`config.mk`:
```
export PLATFORM = sky130hd
export DESIGN_NAME = dcec_top
export DESIGN_NICKNAME = d
export VERILOG_FILES = /design/src/inc/dcec_pkg.sv /design/src/rtl/dcec_top.sv
export VERILOG_INCLUDE_DIRS = /design/src /design/src/inc
export SDC_FILE = /design/constraint.sdc
export NUM_CORES = 1
export LEC_CHECK = 0
export BUFFER_PORTS_ARGS = -buffer_cell sky130_fd_sc_hd__buf_2
export CORE_MARGIN = 3
export CORE_UTILIZATION = 52
export CTS_CLUSTER_SIZE = 12
export DETAILED_ROUTE_END_ITERATION = 8
export PLACE_DENSITY = 0.85
export SYNTH_ARGS = -nofsm -noshare
export SYNTH_HDL_FRONTEND = slang
export SYNTH_SLANG_ARGS = --single-unit
```
`constraint.sdc`:
```
create_clock -name aclk -period 2.9 [get_ports aclk]
set_input_delay 0.29 -clock aclk [delete_from_list [all_inputs] [get_ports aclk]]
set_output_delay 0.29 -clock aclk [all_outputs]
set_load 0.02 [all_outputs]
```
`src/inc/dcec_cfg.svh`:
```
// Offsets, field positions and reset values of the comparator control block.
// Included by the package and the design; definitions only.
`ifndef DCEC_CFG_SVH
`define DCEC_CFG_SVH

// Register byte offsets, one aligned word each
`define DCEC_OFS_CTRL0 8'h00
`define DCEC_OFS_MODE0 8'h04
`define DCEC_OFS_MUX0 8'h08
`define DCEC_OFS_CTRL1 8'h0C
`define DCEC_OFS_MODE1 8'h10
`define DCEC_OFS_MUX1 8'h14

// Control register fields
`define DCEC_CTL_EN 7
`define DCEC_CTL_OUT 6
`define DCEC_CTL_RISE 5
`define DCEC_CTL_FALL 4
`define DCEC_CTL_HYP_LO 2
`define DCEC_CTL_HYN_LO 0

// Mode register fields
`define DCEC_MD_RIE 5
`define DCEC_MD_FIE 4
`define DCEC_MD_RESP_LO 0

// Input select register fields
`define DCEC_MX_NEG_LO 4
`define DCEC_MX_POS_LO 0

// Reset values
`define DCEC_RST_CTRL 8'h00
`define DCEC_RST_MODE 8'h02
`define DCEC_RST_MUX 8'h00

// AXI responses
`define DCEC_RESP_OKAY 2'b00
`define DCEC_RESP_SLVERR 2'b10

`endif

```
`src/inc/dcec_pkg.sv`:
```
// Types shared by the comparator control block.
// Assumes dcec_cfg.svh is on the include path.
`include "dcec_cfg.svh"

package dcec_pkg;

    // Response time: fastest/highest power first
    typedef enum logic [1:0] {
        DCEC_RESP_FAST = 2'b00,
        DCEC_RESP_MID1 = 2'b01,
        DCEC_RESP_MID2 = 2'b10,
        DCEC_RESP_SLOW = 2'b11
    } dcec_resp_t;

    // Hysteresis amount per direction
    typedef enum logic [1:0] {
        DCEC_HYST_OFF = 2'b00,
        DCEC_HYST_5MV = 2'b01,
        DCEC_HYST_10MV = 2'b10,
        DCEC_HYST_20MV = 2'b11
    } dcec_hyst_t;

    // Settings driven to one analog comparator
    typedef struct packed {
        logic power_on;
        dcec_resp_t response_mode;
        dcec_hyst_t pos_hyst;
        dcec_hyst_t neg_hyst;
        logic [1:0] pos_input_sel;
        logic [1:0] neg_input_sel;
    } dcec_analog_cfg_t;

endpackage : dcec_pkg

```
`src/rtl/dcec_top.sv`:
```
// Control and status logic for two voltage comparators, AXI4-Lite slave.
// Assumes the analog decisions arrive as levels and are sampled on aclk.
//
// What this block does
// - Two identical channels; channel 0 also resets
// - Latched and raw outputs per comparator
// - Raw output needs no clock
// - Separate positive and negative input select fields
// - Result readable, interrupting and routable together
// - Disabled comparator: raw, latched and reset outputs low, power off
// - Mode field picks response time and current
// - Independent positive and negative hysteresis fields
// - Falling output sets fall flag
// - Rising output sets rise flag
// - Flags sticky; software writes 0 to clear
// - Interrupt on rise, fall or both
// - Output state bit read-only, no side effect
// - Enable bit turns comparator on/off
// - Mode bits 5/4 gate rise/fall interrupts
// - Response mode 00 fastest, 11 slowest
// - Hysteresis 00 off, then 5, 10, 20 mV
// - Control bits 7..4: enable, output, rise, fall
//
// Implementation choices: the address map and the AXI4-Lite slave port.
`timescale 1ns/1ps
`default_nettype none
`include "dcec_cfg.svh"

module dcec_top
    import dcec_pkg::*;
#(
    parameter int NUM_CMP = 2
)
(
    input wire logic aclk,
    input wire logic aresetn,
    input wire logic [7:0] s_axi_awaddr,
    input wire logic s_axi_awvalid,
    output logic s_axi_awready,
    input wire logic [31:0] s_axi_wdata,
    input wire logic [3:0] s_axi_wstrb,
    input wire logic s_axi_wvalid,
    output logic s_axi_wready,
    output logic [1:0] s_axi_bresp,
    output logic s_axi_bvalid,
    input wire logic s_axi_bready,
    input wire logic [7:0] s_axi_araddr,
    input wire logic s_axi_arvalid,
    output logic s_axi_arready,
    output logic [31:0] s_axi_rdata,
    output logic [1:0] s_axi_rresp,
    output logic s_axi_rvalid,
    input wire logic s_axi_rready,
    input wire logic cmp0_decision,
    input wire logic cmp1_decision,
    output dcec_analog_cfg_t cmp0_analog_cfg,
    output dcec_analog_cfg_t cmp1_analog_cfg,
    output logic cmp0_latched_out,
    output logic cmp1_latched_out,
    output logic cmp0_raw_out,
    output logic cmp1_raw_out,
    output logic cmp0_irq,
    output logic cmp1_irq,
    output logic cmp0_reset_req
);

    if (NUM_CMP != 2) begin : g_bad_num
        $error("dcec_top serves exactly two comparators");
    end

    // Software-owned fields
    logic [1:0] en_ff, rise_ff, fall_ff, rie_ff, fie_ff;
    logic [1:0] nxt_rise, nxt_fall;
    logic [1:0] hyp_ff [2];
    logic [1:0] hyn_ff [2];
    logic [1:0] resp_ff [2];
    logic [1:0] psel_ff [2];
    logic [1:0] nsel_ff [2];
    // Two-stage sampling of the decisions, then one-cycle history
    logic [1:0] sync1_ff, sync2_ff, prev_ff;
    logic [1:0] lat_ff, irq_ff;
    logic rst_req_ff;

    // Raw decisions gated to low while disabled; no clock in this path
    logic [1:0] raw_dec;
    assign raw_dec = {cmp1_decision, cmp0_decision};
    assign cmp0_raw_out = raw_dec[0] & en_ff[0];
    assign cmp1_raw_out = raw_dec[1] & en_ff[1];

    // Write channel: take address and data in either order
    logic aw_ff, w_ff, bvalid_ff;
    logic [7:0] awaddr_ff;
    logic [7:0] wbyte_ff;
    logic wstrb0_ff;
    wire do_write = aw_ff & w_ff & ~bvalid_ff;
    wire wr_en = do_write & wstrb0_ff;
    wire [2:0] wr_reg = 3'(awaddr_ff[4:2]);
    wire wr_ctl0 = wr_en && (awaddr_ff == `DCEC_OFS_CTRL0);
    wire wr_md0 = wr_en && (awaddr_ff == `DCEC_OFS_MODE0);
    wire wr_mx0 = wr_en && (awaddr_ff == `DCEC_OFS_MUX0);
    wire wr_ctl1 = wr_en && (awaddr_ff == `DCEC_OFS_CTRL1);
    wire wr_md1 = wr_en && (awaddr_ff == `DCEC_OFS_MODE1);
    wire wr_mx1 = wr_en && (awaddr_ff == `DCEC_OFS_MUX1);
    wire [1:0] wr_ctl = {wr_ctl1, wr_ctl0};
    wire [1:0] wr_md = {wr_md1, wr_md0};
    wire [1:0] wr_mx = {wr_mx1, wr_mx0};
    // Upper address bits must be zero too, or aliases would answer OKAY
    wire wr_hit = (awaddr_ff[7:5] == 3'h0) && (awaddr_ff[1:0] == 2'b00)
        && (wr_reg < 3'h6);

    assign s_axi_awready = ~aw_ff;
    assign s_axi_wready = ~w_ff;

    always_ff @(posedge aclk)
    begin
        if (!aresetn)
        begin
            aw_ff <= 1'b0;
            w_ff <= 1'b0;
            bvalid_ff <= 1'b0;
            awaddr_ff <= 8'h00;
            wbyte_ff <= 8'h00;
            wstrb0_ff <= 1'b0;
            s_axi_bresp <= `DCEC_RESP_OKAY;
        end
        else
        begin
            if (s_axi_awvalid && !aw_ff)
            begin
                aw_ff <= 1'b1;
                awaddr_ff <= s_axi_awaddr;
            end
            if (s_axi_wvalid && !w_ff)
            begin
                w_ff <= 1'b1;
                wbyte_ff <= s_axi_wdata[7:0];
                wstrb0_ff <= s_axi_wstrb[0];
            end
            if (do_write)
            begin
                bvalid_ff <= 1'b1;
                s_axi_bresp <= wr_hit ? `DCEC_RESP_OKAY : `DCEC_RESP_SLVERR;
            end
            if (bvalid_ff && s_axi_bready)
            begin
                bvalid_ff <= 1'b0;
                aw_ff <= 1'b0;
                w_ff <= 1'b0;
            end
        end
    end
    assign s_axi_bvalid = bvalid_ff;

    // Per-channel registers and edge flags
    for (genvar i = 0; i < 2; i++) begin : g_ch
        wire rise_ev = sync2_ff[i] & ~prev_ff[i];
        wire fall_ev = ~sync2_ff[i] & prev_ff[i];
        wire clr_rise = wr_ctl[i] & ~wbyte_ff[`DCEC_CTL_RISE];
        wire clr_fall = wr_ctl[i] & ~wbyte_ff[`DCEC_CTL_FALL];
        // Writing 1 leaves a flag alone; only hardware sets it
        assign nxt_rise[i] = rise_ev | (rise_ff[i] & ~clr_rise);
        assign nxt_fall[i] = fall_ev | (fall_ff[i] & ~clr_fall);

        always_ff @(posedge aclk)
        begin
            if (!aresetn)
            begin
                en_ff[i] <= 1'b0;
                hyp_ff[i] <= 2'b00;
                hyn_ff[i] <= 2'b00;
                rie_ff[i] <= 1'b0;
                fie_ff[i] <= 1'b0;
                resp_ff[i] <= 2'(`DCEC_RST_MODE);
                psel_ff[i] <= 2'b00;
                nsel_ff[i] <= 2'b00;
                rise_ff[i] <= 1'b0;
                fall_ff[i] <= 1'b0;
            end
            else
            begin
                rise_ff[i] <= nxt_rise[i];
                fall_ff[i] <= nxt_fall[i];
                if (wr_ctl[i])
                begin
                    en_ff[i] <= wbyte_ff[`DCEC_CTL_EN];
                    hyp_ff[i] <= wbyte_ff[`DCEC_CTL_HYP_LO +: 2];
                    hyn_ff[i] <= wbyte_ff[`DCEC_CTL_HYN_LO +: 2];
                end
                if (wr_md[i])
                begin
                    rie_ff[i] <= wbyte_ff[`DCEC_MD_RIE];
                    fie_ff[i] <= wbyte_ff[`DCEC_MD_FIE];
                    resp_ff[i] <= wbyte_ff[`DCEC_MD_RESP_LO +: 2];
                end
                if (wr_mx[i])
                begin
                    psel_ff[i] <= wbyte_ff[`DCEC_MX_POS_LO +: 2];
                    nsel_ff[i] <= wbyte_ff[`DCEC_MX_NEG_LO +: 2];
                end
            end
        end
    end

    // Sampling, latched outputs, interrupt requests
    always_ff @(posedge aclk)
    begin
        if (!aresetn)
        begin
            sync1_ff <= 2'b00;
            sync2_ff <= 2'b00;
            prev_ff <= 2'b00;
            lat_ff <= 2'b00;
            irq_ff <= 2'b00;
            rst_req_ff <= 1'b0;
        end
        else
        begin
            sync1_ff <= raw_dec & en_ff;
            sync2_ff <= sync1_ff;
            prev_ff <= sync2_ff;
            lat_ff <= sync2_ff & en_ff;
            irq_ff <= (nxt_rise & rie_ff) | (nxt_fall & fie_ff);
            // Reset routing is qualified outside; we only present the level
            rst_req_ff <= en_ff[0] & ~sync2_ff[0];
        end
    end
    assign cmp0_latched_out = lat_ff[0];
    assign cmp1_latched_out = lat_ff[1];
    assign cmp0_irq = irq_ff[0];
    assign cmp1_irq = irq_ff[1];
    assign cmp0_reset_req = rst_req_ff;

    // Analog settings; response codes pass straight to the bias logic
    assign cmp0_analog_cfg = '{en_ff[0], dcec_resp_t'(resp_ff[0]),
        dcec_hyst_t'(hyp_ff[0]), dcec_hyst_t'(hyn_ff[0]),
        psel_ff[0], nsel_ff[0]};
    assign cmp1_analog_cfg = '{en_ff[1], dcec_resp_t'(resp_ff[1]),
        dcec_hyst_t'(hyp_ff[1]), dcec_hyst_t'(hyn_ff[1]),
        psel_ff[1], nsel_ff[1]};

    // Read channel: one-cycle answer; reads never touch flags
    wire [2:0] rd_reg = 3'(s_axi_araddr[4:2]);
    wire rd_hit = (s_axi_araddr[7:5] == 3'h0)
        && (s_axi_araddr[1:0] == 2'b00) && (rd_reg < 3'h6);
    wire rd_ch = (rd_reg >= 3'h3);
    wire [1:0] rd_kind = 2'(rd_ch ? rd_reg - 3'h3 : rd_reg);
    wire rc = rd_ch;
    wire [7:0] rd_ctl = {en_ff[rc], lat_ff[rc], rise_ff[rc], fall_ff[rc],
        hyp_ff[rc], hyn_ff[rc]};
    wire [7:0] rd_md = {2'b00, rie_ff[rc], fie_ff[rc], 2'b00, resp_ff[rc]};
    wire [7:0] rd_mx = {2'b00, nsel_ff[rc], 2'b00, psel_ff[rc]};
    wire [7:0] rd_byte = (rd_kind == 2'd0) ? rd_ctl :
        (rd_kind == 2'd1) ? rd_md : rd_mx;
    logic rvalid_ff;
    assign s_axi_arready = ~rvalid_ff;

    always_ff @(posedge aclk)
    begin
        if (!aresetn)
        begin
            rvalid_ff <= 1'b0;
            s_axi_rdata <= 32'h0000_0000;
            s_axi_rresp <= `DCEC_RESP_OKAY;
        end
        else if (s_axi_arvalid && !rvalid_ff)
        begin
            rvalid_ff <= 1'b1;
            s_axi_rdata <= rd_hit ? {24'h00_0000, rd_byte} : 32'h0000_0000;
            s_axi_rresp <= rd_hit ? `DCEC_RESP_OKAY : `DCEC_RESP_SLVERR;
        end
        else if (rvalid_ff && s_axi_rready)
        begin
            rvalid_ff <= 1'b0;
        end
    end
    assign s_axi_rvalid = rvalid_ff;
endmodule : dcec_top
`default_nettype wire

```
==> summary.txt, run 1 <==
Setup path
  – Critical path capture point type: flop
  – R2R depth: 3
  – Arr. time, crit path: 2.01 ns
  – Required time worst endpoint: 2.88 ns
  – R2r startpoint: wstrb0_ff$_SDFFE_PN0P_
  – CP Launch Type: flop
  – Reg-to-reg endpoint: hyp_ff[0][0]$_SDFFCE_PN0P_
  – Crit path max fanout: 5
  – R2r setup slk: slightly below 0.9 ns
  – WS Path Type: reg2reg

STA
  – Final Hold Fails: 0
  – Fin crit period: 2.03 ns
  – Slew margin rel.: between 30 and 40%
  – Min Hold Slack: roughly 0.15 ns
  – Final setup violation count: 0
  – Worst Tran Pin Value: around 0.95 ns
  – Post-route worst setup slack: ~0.87 ns
  – RSZ-0062 raised after global routing: false
  – Clock Skew: between 0.01 and 0.015 ns
  – Slew Viols, Final: 0
  – Final period util: a little over two thirds
  – FMAX: 493 MHz
  – Setup TNS: 0 ns

CTS
  – CTS clk-pin slew, worst paths: 0.07 ns
  – CTS Sinks: 71
  – PostCTS Resize Cnt: 0
  – CTS Buf Count: 9
  – CTS tree: built
  – CTS Hold Bufs: 0
  – Worst skew pair latency: 0.35 ns
  – H-tree levels: 3
  – Longest Clk Path Bufs: 2
  – Setup bufs post-CTS: 0
  – Root buffer cell: clkbuf_8

GRT
  – Initial antenna violation count: 0
  – GRT Util Overall: between 20% and 30%
  – Remaining Overflow, GRT: 0
  – First-pass GRT wire length: ~12 mm
  – Vias in the first global route: about 2,600
  – Largest net degree at the start of global routing: 29

Placement
  – Placed instance area: 3600 um^2
  – Gp weighted congestion: 0.840
  – DP Cell Count: 482
  – HPWL Detailed: between 5 and 6 mm
  – Place WS: 0.808 ns
  – Port Buffer Count: 76

Route
  – Pre-Repair DR Iteration Count: 5
  – DR vias/cell: ~5.4
  – Initial DRC Count: roughly 280
  – Routed length per instance: 15.2 um
  – Via count: around 2,700
  – Detailed Route WL: 7.59 mm
  – Antenna violation net count after detailed routing: 0
  – DRC: 0

Yosys
  – Syn. warnings: 0
  – Synthesized area: ~3300 um^2
  – Dominant synthesized flop cell: dfxtp_1
  – Post-synth EDFFs: 20
  – Seq cells post-synth: 71
  – Post-Syn Instances: 343
  – Avg Cell Area, Syn: around 9.5 um^2
  – Asr flop ratio synth: 0%
  – Seq/Total Area, Yosys: slightly below 50%
  – Yosys cell types: 50

Die
  – Ports: ~130
  – Core Region: 5990 um^2
  – Initial core utilization: a little over half
  – DIE WIDTH: between 80 and 90 um
  – Rows: 28
  – Total die area: approximately 7300 um^2
  – Die height: around 85 um

Cells and area
  – Most frequent cells in the layout: 76 x buf_2, 51 x dfxtp_1, 40 x nor2_1
  – Share of cells above drive strength 1: between 20 and 25%
  – Nets: between 400 and 500
  – Post-route design area: between 3000 and 4000 um^2
  – ANT cells: 0
  – Register area: 1620 um^2
  – Number of fillers in the final layout: 518
  – Non-Filler Instances: around 500
  – Area of the multi-input gates: around 1400 um^2
  – Area Overhead vs Synth: 17.0%
  – Commonest non-fill, non-tap cell in the layout: buf_2

Pwr
  – Max rail drop VDD: between 400 and 500 uV
  – Leak Pwr: between 1.5 and 2 nW
  – Pwr/cell area: 563 nW/um^2

Flow run
  – Max cap viols: 0

Outcome
  – Status: completed

Min path
  – Worst Hold End: w_ff$_SDFFE_PP0P_
  – Min-delay src: s_axi_wvalid
  – Hold Crit Class: in2reg
  – Hold depth: 2
layout make-up:
cell class                 instances  area share (%)
inverter                          10           0.984
clock buffer                      11            4.26
multi-input combinational        247            37.8
sequential                        71            42.5
tap                               75            2.46
timing repair buffer              79            10.6
clock inverter                     5            1.41
worst max-delay path by stage:
stage | from | to | slack (ns)
global route | wstrb0_ff$_SDFFE_PN0P_ | hyn_ff[0][0]$_SDFFCE_PN0P_ | 0.72
floorplan | awaddr_ff[7]$_SDFFE_PN0P_ | nsel_ff[1][0]$_SDFFCE_PN0P_ | 1.09
global placement | s_axi_araddr[2] | s_axi_rdata[0]$_SDFFE_PN0P_ | 0.86
CTS | awaddr_ff[7]$_SDFFE_PN0P_ | psel_ff[1][1]$_SDFFCE_PN0P_ | 0.87
detailed placement | s_axi_araddr[2] | s_axi_rdata[4]$_SDFFE_PN0P_ | 0.81
finish | wstrb0_ff$_SDFFE_PN0P_ | hyp_ff[0][0]$_SDFFCE_PN0P_ | 0.87
synth_stat cells, types with 3 or more instances:
library cell,number,share of area [%]
nor2b_1,5,0.96
dfxtp_1,51,31
a32o_1,4,1.2
nor3_1,5,0.77
nor2_1,40,4.6
nand2b_1,7,1.3
a21oi_1,17,2.6
edfxtp_1,20,18
nor4_1,3,0.58
nand4_1,8,1.5
nand3_1,8,1.2
buf_2,3,0.46
nand2_1,39,4.5
and2_1,9,1.7
buf_4,26,6.0
and3b_1,3,0.81
o21ai_0,6,0.92
clkbuf_1,10,1.2
a211o_1,6,1.6
mux2i_1,19,5.8
inv_1,10,1.2
and3_1,10,1.9
registers in the layout (all words and copies together) (netlist names), 4 cells and up:
| name | cells |
|---|---|
| awaddr_ff | 8 |
| s_axi_rdata | 8 |
| wbyte_ff | 7 |
| hyn_ff | 4 |
| hyp_ff | 4 |
| nsel_ff | 4 |
| psel_ff | 4 |
| resp_ff | 4 |
per-layer routing:
| layer | vias up | GRT usage (%) | share of wire [%] |
|---|---|---|---|
| met5 | - | 0 | 0 |
| met2 | 135 | 35.2 | 48 |
| met1 | 1250 | 25.3 | 41 |
| met4 | 0 | 11.4 | 3.1 |
| li1 | 1306 | - | - |
| met3 | 22 | 5.44 | 8.6 |
worst max-delay path: stages, from the launching register on:
cell and delay [ns]:
dfxtp_1 0.39, nor3b_1 0.47, nand4_1 0.30, o21ai_0 0.51
cell families (layout without fill, tap and decap cells):
logic type                 Yosys count  count (layout)  share of synthesized area [%]
other                                1              26                          0.115
and+or+nand+nor                    151             151                           24.0
adders and majority gates            1               1                          0.384
DFF                                 71              71                           49.7
muxes                               21              21                           6.52
AOI/OAI and AO/OA                   48              48                           10.4
buffers and inverters               50             105                           8.86
through the flow:
step / total power (W) / util, %
global route: 0.00223 / 63.7
detailed placement: 0.00133 / 60.1
global placement: 0.00132 / 60.1
finish: 0.00215 / 63.7
CTS: 0.00216 / 63.7
floorplan: 0.00128 / -
power by group:
group	leakage [nW]	internal (W)	total (W)	switching, W
Sequential	0.614	0.00105	0.00108	0.0000293
Combinational	0.958	0.0000788	0.000234	0.000155
Clock	0.114	0.000470	0.000839	0.000369
(Power assumes the default switching activity.)
==> inputs of run 2 (changes only) <==
--- a/config.mk
+++ b/config.mk
@@ -6,12 +6,13 @@
 export SDC_FILE = /design/constraint.sdc
 export NUM_CORES = 1
 export LEC_CHECK = 0
+export ABC_AREA = 1
 export BUFFER_PORTS_ARGS = -buffer_cell sky130_fd_sc_hd__buf_2
 export CORE_MARGIN = 3
-export CORE_UTILIZATION = 52
+export CORE_UTILIZATION = 48
 export CTS_CLUSTER_SIZE = 12
 export DETAILED_ROUTE_END_ITERATION = 8
-export PLACE_DENSITY = 0.85
+export PLACE_DENSITY = 0.79
 export SYNTH_ARGS = -nofsm -noshare
 export SYNTH_HDL_FRONTEND = slang
 export SYNTH_SLANG_ARGS = --single-unit
==> constraint.sdc (replaced) <==
create_clock -name aclk -period 2.1 [get_ports aclk]
set_input_delay 0.21 -clock aclk [delete_from_list [all_inputs] [get_ports aclk]]
set_output_delay 0.21 -clock aclk [all_outputs]
set_load 0.02 [all_outputs]
==> summary.txt, run 2 <==
Placement
  – Port Buffer Count: 76 (unchanged)
  – HPWL Detailed: 5.46 mm (was 5.63 mm)
  – Gp weighted congestion: 0.850 (was 0.840)

Min path
  – Hold Crit Class: in2reg (unchanged)
  – Min-delay src: s_axi_awaddr[7] (was s_axi_wvalid)

CTS
  – CTS tree: built (unchanged)
  – Setup bufs post-CTS: 0 (unchanged)
  – H-tree levels: 3 (unchanged)
  – Longest Clk Path Bufs: 2 (unchanged)
  – CTS Sinks: 71 (unchanged)
  – PostCTS Resize Cnt: 0 (unchanged)
  – CTS clk-pin slew, worst paths: 0.07 ns (about the same)
  – Root buffer cell: clkbuf_8 (unchanged)
  – CTS Buf Count: 9 (unchanged)
  – Worst skew pair latency: 0.35 ns (about the same)
  – CTS Hold Bufs: 0 (unchanged)

Yosys
  – Avg Cell Area, Syn: 7.95 um^2 (was 9.51 um^2)
  – Post-synth EDFFs: 20 (unchanged)
  – Synth area leaders: dfxtp_1 31%, edfxtp_1 18%, nand2_1 9.5% (was dfxtp_1 31%, edfxtp_1 18%, buf_4 6.0%)
  – Yosys cell types: 33 (was 50)
  – Dominant synthesized flop cell: dfxtp_1 (unchanged)
  – Yosys top cell by area: dfxtp_1 (unchanged)
  – Synthesized area: 3270 um^2 (was 3260 um^2)
  – Most common cell in the netlist: nand2_1 (was dfxtp_1)
  – Post-synth top area share: 31.2% (was 31.3%)
  – Syn. warnings: 0 (unchanged)
  – Seq/Total Area, Yosys: 49.6% (was 49.7%)
  – Seq cells post-synth: 71 (unchanged)
  – Post-Syn Instances: 411 (was 343)
  – Synth cell count leaders: 83 x nand2_1, 52 x inv_1, 52 x nor2_1, 51 x dfxtp_1, 35 x nand3_1 (was 51 x dfxtp_1, 40 x nor2_1, 39 x nand2_1, 26 x buf_4, 20 x edfxtp_1)
  – Asr flop ratio synth: 0% (unchanged)

STA
  – Final period util: 77.9% (was 70.0%)
  – Slew margin rel.: 59.7% (was 36.9%)
  – Final setup violation count: 0 (unchanged)
  – Setup TNS: 0 ns (unchanged)
  – Fin crit period: 1.64 ns (was 2.03 ns)
  – RSZ-0062 raised after global routing: false (unchanged)
  – Worst Tran Pin Value: 0.599 ns (was 0.945 ns)
  – Final Hold Fails: 0 (unchanged)
  – FMAX: 611 MHz (was 493 MHz)
  – Slew Viols, Final: 0 (unchanged)
  – Clock Skew: 0.00953 ns (was 0.0130 ns)

Die
  – Ports: 131 (unchanged)
  – Die height: 88.5 um (was 85.2 um)
  – Total die area: 7830 um^2 (was 7260 um^2)
  – Core Region: 6460 um^2 (was 5990 um^2)
  – Rows: 29 (was 28)
  – Initial core utilization: 50.6% (was 54.4%)
  – DIE WIDTH: 88.5 um (was 85.2 um)

GRT
  – GRT Util Overall: 19.0% (was 21.3%)
  – Remaining Overflow, GRT: 0 (unchanged)
  – Vias in the first global route: 2,491 (was 2,624)
  – First-pass GRT wire length: 11.3 mm (was 12.1 mm)
  – Initial antenna violation count: 0 (unchanged)
  – Largest net degree at the start of global routing: 31 (was 29)

Route
  – Pre-Repair DR Iteration Count: 4 (was 5)
  – Via count: 2,769 (was 2,713)
  – Routed length per instance: 12.5 um (was 15.2 um)
  – Initial DRC Count: 254 (was 276)
  – Antenna violation net count after detailed routing: 0 (unchanged)
  – Detailed Route WL: 7.16 mm (was 7.59 mm)
  – DR vias/cell: 4.85 (was 5.45)
  – DRC: 0 (unchanged)

Setup path
  – Required time worst endpoint: 2.08 ns (was 2.88 ns)
  – Setup crit start: awaddr_ff[0]$_SDFFE_PN0P_ (was wstrb0_ff$_SDFFE_PN0P_)
  – CP Launch Type: flop (unchanged)
  – Critical path capture point type: flop (unchanged)
  – Crit path max fanout: 4 (was 5)
  – R2r startpoint: awaddr_ff[0]$_SDFFE_PN0P_ (was wstrb0_ff$_SDFFE_PN0P_)
  – Arr. time, crit path: 1.62 ns (was 2.01 ns)
  – WS Path Type: reg2reg (unchanged)

Cells and area
  – ANT cells: 0 (unchanged)
  – Area Overhead vs Synth: 17.6% (was 17.0%)
  – Number of fillers in the final layout: 604 (was 518)
  – Largest regs: awaddr_ff: 8 flops, s_axi_rdata: 8 flops, wbyte_ff: 7 flops (unchanged)
  – Most frequent cells in the layout: 83 x nand2_1, 76 x buf_2, 52 x inv_1, 52 x nor2_1, 51 x dfxtp_1 (was 76 x buf_2, 51 x dfxtp_1, 40 x nor2_1)
  – Share of cells above drive strength 1: 22.1% (was 24.6%)
  – Nets: 551 (was 480)
  – Commonest non-fill, non-tap cell in the layout: nand2_1 (was buf_2)

Flow run
  – Max cap viols: 0 (unchanged)

Pwr
  – Max rail drop VDD: 733 uV (was 439 uV)
  – Leak Pwr: 1.85 nW (was 1.69 nW)
  – Tot Pwr: 0.00315 W (was 0.00215 W)
  – Pwr/cell area: 820 nW/um^2 (was 563 nW/um^2)

Outcome
  – Status: completed (unchanged)
## run 2: cell types whose count changed in the layout (fill, tap and decap cells not counted), sizes merged, moves of 7 or more
cell and delta:
mux2i -19, nand3 +27, nand2 +50, and3 -10
nand2b -7, nor2 +16, inv +45, and2 -7
o21ai +18
## run 2: per-stage QoR
stage | utilization [%] | hold WS, ns | instances | setup WS [ns] | cell area [um^2]
finish | 59.5 | 0.0871 | 571 | 0.463 | 3840
global route | 59.5 | 0.0862 | 571 | 0.381 | 3840
CTS | 59.5 | 0.0683 | 571 | 0.448 | 3840
detailed placement | 55.7 | 0.399 | 555 | 0.465 | 3600
global placement | 55.7 | 0.399 | 555 | 0.505 | 3600
floorplan | - | 0.344 | 436 | 0.692 | 3360
## run 2: cell type report
type,count,area [um^2],share of cell area (%)
multi-input cells,276,1280,33.4
clock buffers,11,163,4.23
flip-flops and latches,71,1620,42.2
clock inverters,5,85.1,2.21
well taps,77,96.3,2.51
repair buffers,78,395,10.3
inverters,53,199,5.17
## run 2: worst max-delay path: stages (launching register included)
cell	delay [ns]
dfxtp_1	0.31
nor2_1	0.25
nand3_1	0.15
o31ai_1	0.56
## run 2: routing by layer
metal / vias to the layer above / wire, um / share of wire (%) / GRT usage, %
met4: 0 / 133 / 1.9 / 7.55
met5: - / 0 / 0 / 0
met3: 13 / 516 / 7.2 / 5.77
li1: 1424 / - / - / -
met2: 104 / 3330 / 47 / 31.7
met1: 1228 / 3180 / 44 / 22.9
## run 2: final timing paths
kind / to / cells after the start / slack, ns
worst max-delay path: resp_ff[1][1]$_SDFFCE_PN1P_ / 3 / 0.46
worst min-delay path: awaddr_ff[7]$_SDFFE_PN0P_ / 3 / 0.09
worst max register to register: resp_ff[1][1]$_SDFFCE_PN1P_ / 3 / 0.46
worst min register to register: sync2_ff[0]$_SDFF_PN0_ / 2 / 0.42
## run 2: report_power, final
group          total [W]  switching, W  internal (W)
Clock            0.00131      0.000532      0.000782
Combinational   0.000360      0.000260     0.0000996
Sequential       0.00148     0.0000288       0.00145
Total            0.00315      0.000821       0.00233
## run 2: kinds of logic after synthesis
| family | share of synthesized area (%) |
|---|---|
| compound gates | 9.00 |
| fa+ha+maj | 0.383 |
| buf+inv | 13.9 |
| flops | 49.6 |
| other cells | 0.115 |
| simple gates | 27.0 |
==> inputs of run 3 (changes only) <==
--- a/config.mk
+++ b/config.mk
@@ -9,10 +9,10 @@
 export ABC_AREA = 1
 export BUFFER_PORTS_ARGS = -buffer_cell sky130_fd_sc_hd__buf_2
 export CORE_MARGIN = 3
-export CORE_UTILIZATION = 48
+export CORE_UTILIZATION = 44
 export CTS_CLUSTER_SIZE = 12
 export DETAILED_ROUTE_END_ITERATION = 8
-export PLACE_DENSITY = 0.79
+export PLACE_DENSITY = 0.77
 export SYNTH_ARGS = -nofsm -noshare
 export SYNTH_HDL_FRONTEND = slang
 export SYNTH_SLANG_ARGS = --single-unit
==> constraint.sdc (replaced) <==
create_clock -name aclk -period 1.3 [get_ports aclk]
set_input_delay 0.13 -clock aclk [delete_from_list [all_inputs] [get_ports aclk]]
set_output_delay 0.13 -clock aclk [all_outputs]
set_load 0.02 [all_outputs]
==> summary.txt, run 3 (synthesis results as in run 2) <==
STA
  – Fin crit period: 1.38 ns (was 1.64 ns)
  – Final period util: 106% (was 77.9%)
  – Clock Skew: 0.0109 ns (was 0.00953 ns)
  – FMAX: 725 MHz (was 611 MHz)
  – Min Hold Slack: 0.0171 ns (was 0.0871 ns)
  – Final setup violation count: 20 (was 0)
  – Slew Viols, Final: 0 (unchanged)
  – Final Hold Fails: 0 (unchanged)
  – Post-route worst setup slack: -0.0784 ns (was 0.463 ns)
  – RSZ-0062 raised after global routing: true (was false)

GRT
  – Vias in the first global route: 2,797 (was 2,491)
  – Initial antenna violation count: 0 (unchanged)
  – GRT Util Overall: 18.8% (was 19.0%)
  – Remaining Overflow, GRT: 0 (unchanged)
  – First-pass GRT wire length: 12.7 mm (was 11.3 mm)
  – Largest net degree at the start of global routing: 18 (was 31)

Cells and area
  – Most frequent cells in the layout: 76 x buf_2, 75 x nand2_1, 45 x inv_1, 45 x nor2_1, 42 x dfxtp_1 (was 83 x nand2_1, 76 x buf_2, 52 x inv_1, 52 x nor2_1, 51 x dfxtp_1)
  – Non-Filler Instances: 626 (was 571)
  – Commonest non-fill, non-tap cell in the layout: buf_2 (was nand2_1)
  – Largest regs: awaddr_ff: 8 flops, s_axi_rdata: 8 flops, wbyte_ff: 7 flops (unchanged)
  – Share of cells above drive strength 1: 34.3% (was 22.1%)
  – Number of fillers in the final layout: 625 (was 604)
  – ANT cells: 0 (unchanged)
  – Area Overhead vs Synth: 30.7% (was 17.6%)
  – Nets: 587 (was 551)

Placement
  – HPWL Detailed: 5.97 mm (was 5.46 mm)
  – DP Cell Count: 598 (was 555)
  – Port Buffer Count: 76 (unchanged)
  – Gp weighted congestion: 0.899 (was 0.850)

Flow run
  – Max cap viols: 0 (unchanged)

CTS
  – Longest Clk Path Bufs: 2 (unchanged)
  – CTS Sinks: 71 (unchanged)
  – H-tree levels: 3 (unchanged)
  – CTS tree: built (unchanged)
  – Worst skew pair latency: 0.34 ns (was 0.35 ns)
  – CTS Buf Count: 9 (unchanged)
  – CTS clk-pin slew, worst paths: 0.08 ns (was 0.07 ns)
  – Root buffer cell: clkbuf_8 (unchanged)

Min path
  – Hold Crit Class: in2reg (unchanged)

Setup path
  – R2r setup slk: -0.08 ns (was 0.46 ns)
  – CP Launch Type: flop (unchanged)
  – Required time worst endpoint: 1.36 ns (was 2.08 ns)
  – WS Path Type: reg2reg (unchanged)
  – Crit path max fanout: 4 (unchanged)
  – Critical path capture point type: flop (unchanged)
  – Arr. time, crit path: 1.44 ns (was 1.62 ns)

Pwr
  – Tot Pwr: 0.00505 W (was 0.00315 W)
  – Leak Pwr: 2.01 nW (was 1.85 nW)
  – Max rail drop VDD: 848 uV (was 733 uV)
  – Pwr/cell area: 1180 nW/um^2 (was 820 nW/um^2)

Outcome
  – Status: complete, but fails checks (was completed)
  – Failing checks: negative setup slack

Route
  – Initial DRC Count: 184 (was 254)
  – DRC: 0 (unchanged)
  – Antenna violation net count after detailed routing: 0 (unchanged)
  – DR vias/cell: 4.63 (was 4.85)
  – Detailed Route WL: 7.94 mm (was 7.16 mm)
  – Pre-Repair DR Iteration Count: 4 (unchanged)
  – Via count: 2,896 (was 2,769)
  – Routed length per instance: 12.7 um (was 12.5 um)

Die
  – Ports: 131 (unchanged)
  – Total die area: 8500 um^2 (was 7830 um^2)
  – Die height: 92.2 um (was 88.5 um)
  – DIE WIDTH: 92.2 um (was 88.5 um)
  – Core Region: 6980 um^2 (was 6460 um^2)
  – Rows: 30 (was 29)
  – Initial core utilization: 46.8% (was 50.6%)
-- run 3: changes by cell type in the layout (fill, tap and decap cells not counted), moves of 3 or more --
cell	delta
buf_4	+28
nand2_1	-8
inv_2	+7
buf_6	+3
nand3_1	-5
nor2_1	-7
nand3_2	+5
dfxtp_1	-9
nor2_2	+5
dlygate4sd3_1	+4
nand2_2	+6
dfxtp_2	+9
inv_1	-7
-- run 3: critical path, cell delays in order, from the launching register on --
cell and delay [ns]:
dfxtp_2 0.33, inv_2 0.07, nand4_4 0.11, buf_4 0.17, o31ai_2 0.24, buf_4 0.17
-- run 3: where the power goes --
group          switching, W  internal (W)  leakage (nW)
logic              0.000469      0.000261          1.28
clock network      0.000840       0.00108         0.110
registers         0.0000504       0.00235         0.617
total               0.00136       0.00369          2.01
-- run 3: metal layers --
metal  up-vias  track usage [%]  wire length (um)
li1       1493                -                 -
met1      1280             22.5              3390
met2       116             32.2              3930
met3         7             5.66               577
met4         0             5.94                46
met5         -                0                 0
-- run 3: through the flow --
stage               setup slack, ns  instance area (um^2)  TNS (ns)  utilization, %
finish                      -0.0784                  4270    -0.472            61.2
global route                 -0.149                  4270     -3.11            61.2
CTS                         -0.0195                  4150    -0.159            59.4
detailed placement           -0.175                  3820     -3.98            54.7
global placement             -0.139                  3820     -1.97            54.7
floorplan                  0.000546                  3380         0               -
-- run 3: worst paths after layout --
path | startpoint | cells after the start | end
max | s_axi_bvalid$_SDFFE_PP0N_ | 5 | resp_ff[1][0]$_SDFFCE_PN0P_
min | s_axi_awaddr[7] | 3 | awaddr_ff[7]$_SDFFE_PN0P_
max reg2reg | s_axi_bvalid$_SDFFE_PP0N_ | 5 | resp_ff[1][0]$_SDFFCE_PN0P_
min reg2reg | sync1_ff[1]$_SDFF_PN0_ | 2 | sync2_ff[1]$_SDFF_PN0_
-- run 3: cell type report --
cell class	instances	area, um^2	area share (%)
Sequential cell	71	1630	38.2
Multi-Input combinational cell	276	1400	32.8
Timing Repair Buffer	114	699	16.4
Inverter	53	199	4.66
Clock buffer	9	124	2.90
Tap cell	96	120	2.81
Clock inverter	7	96.3	2.26
-- run 3: repair_timing --
item	CTS	global route
pin swaps	3	7
hold buffers	4	0
setup buffers	4	4
endpoints found under the setup margin	49	65
endpoints found under the hold margin	4	0
resized for setup	16	28
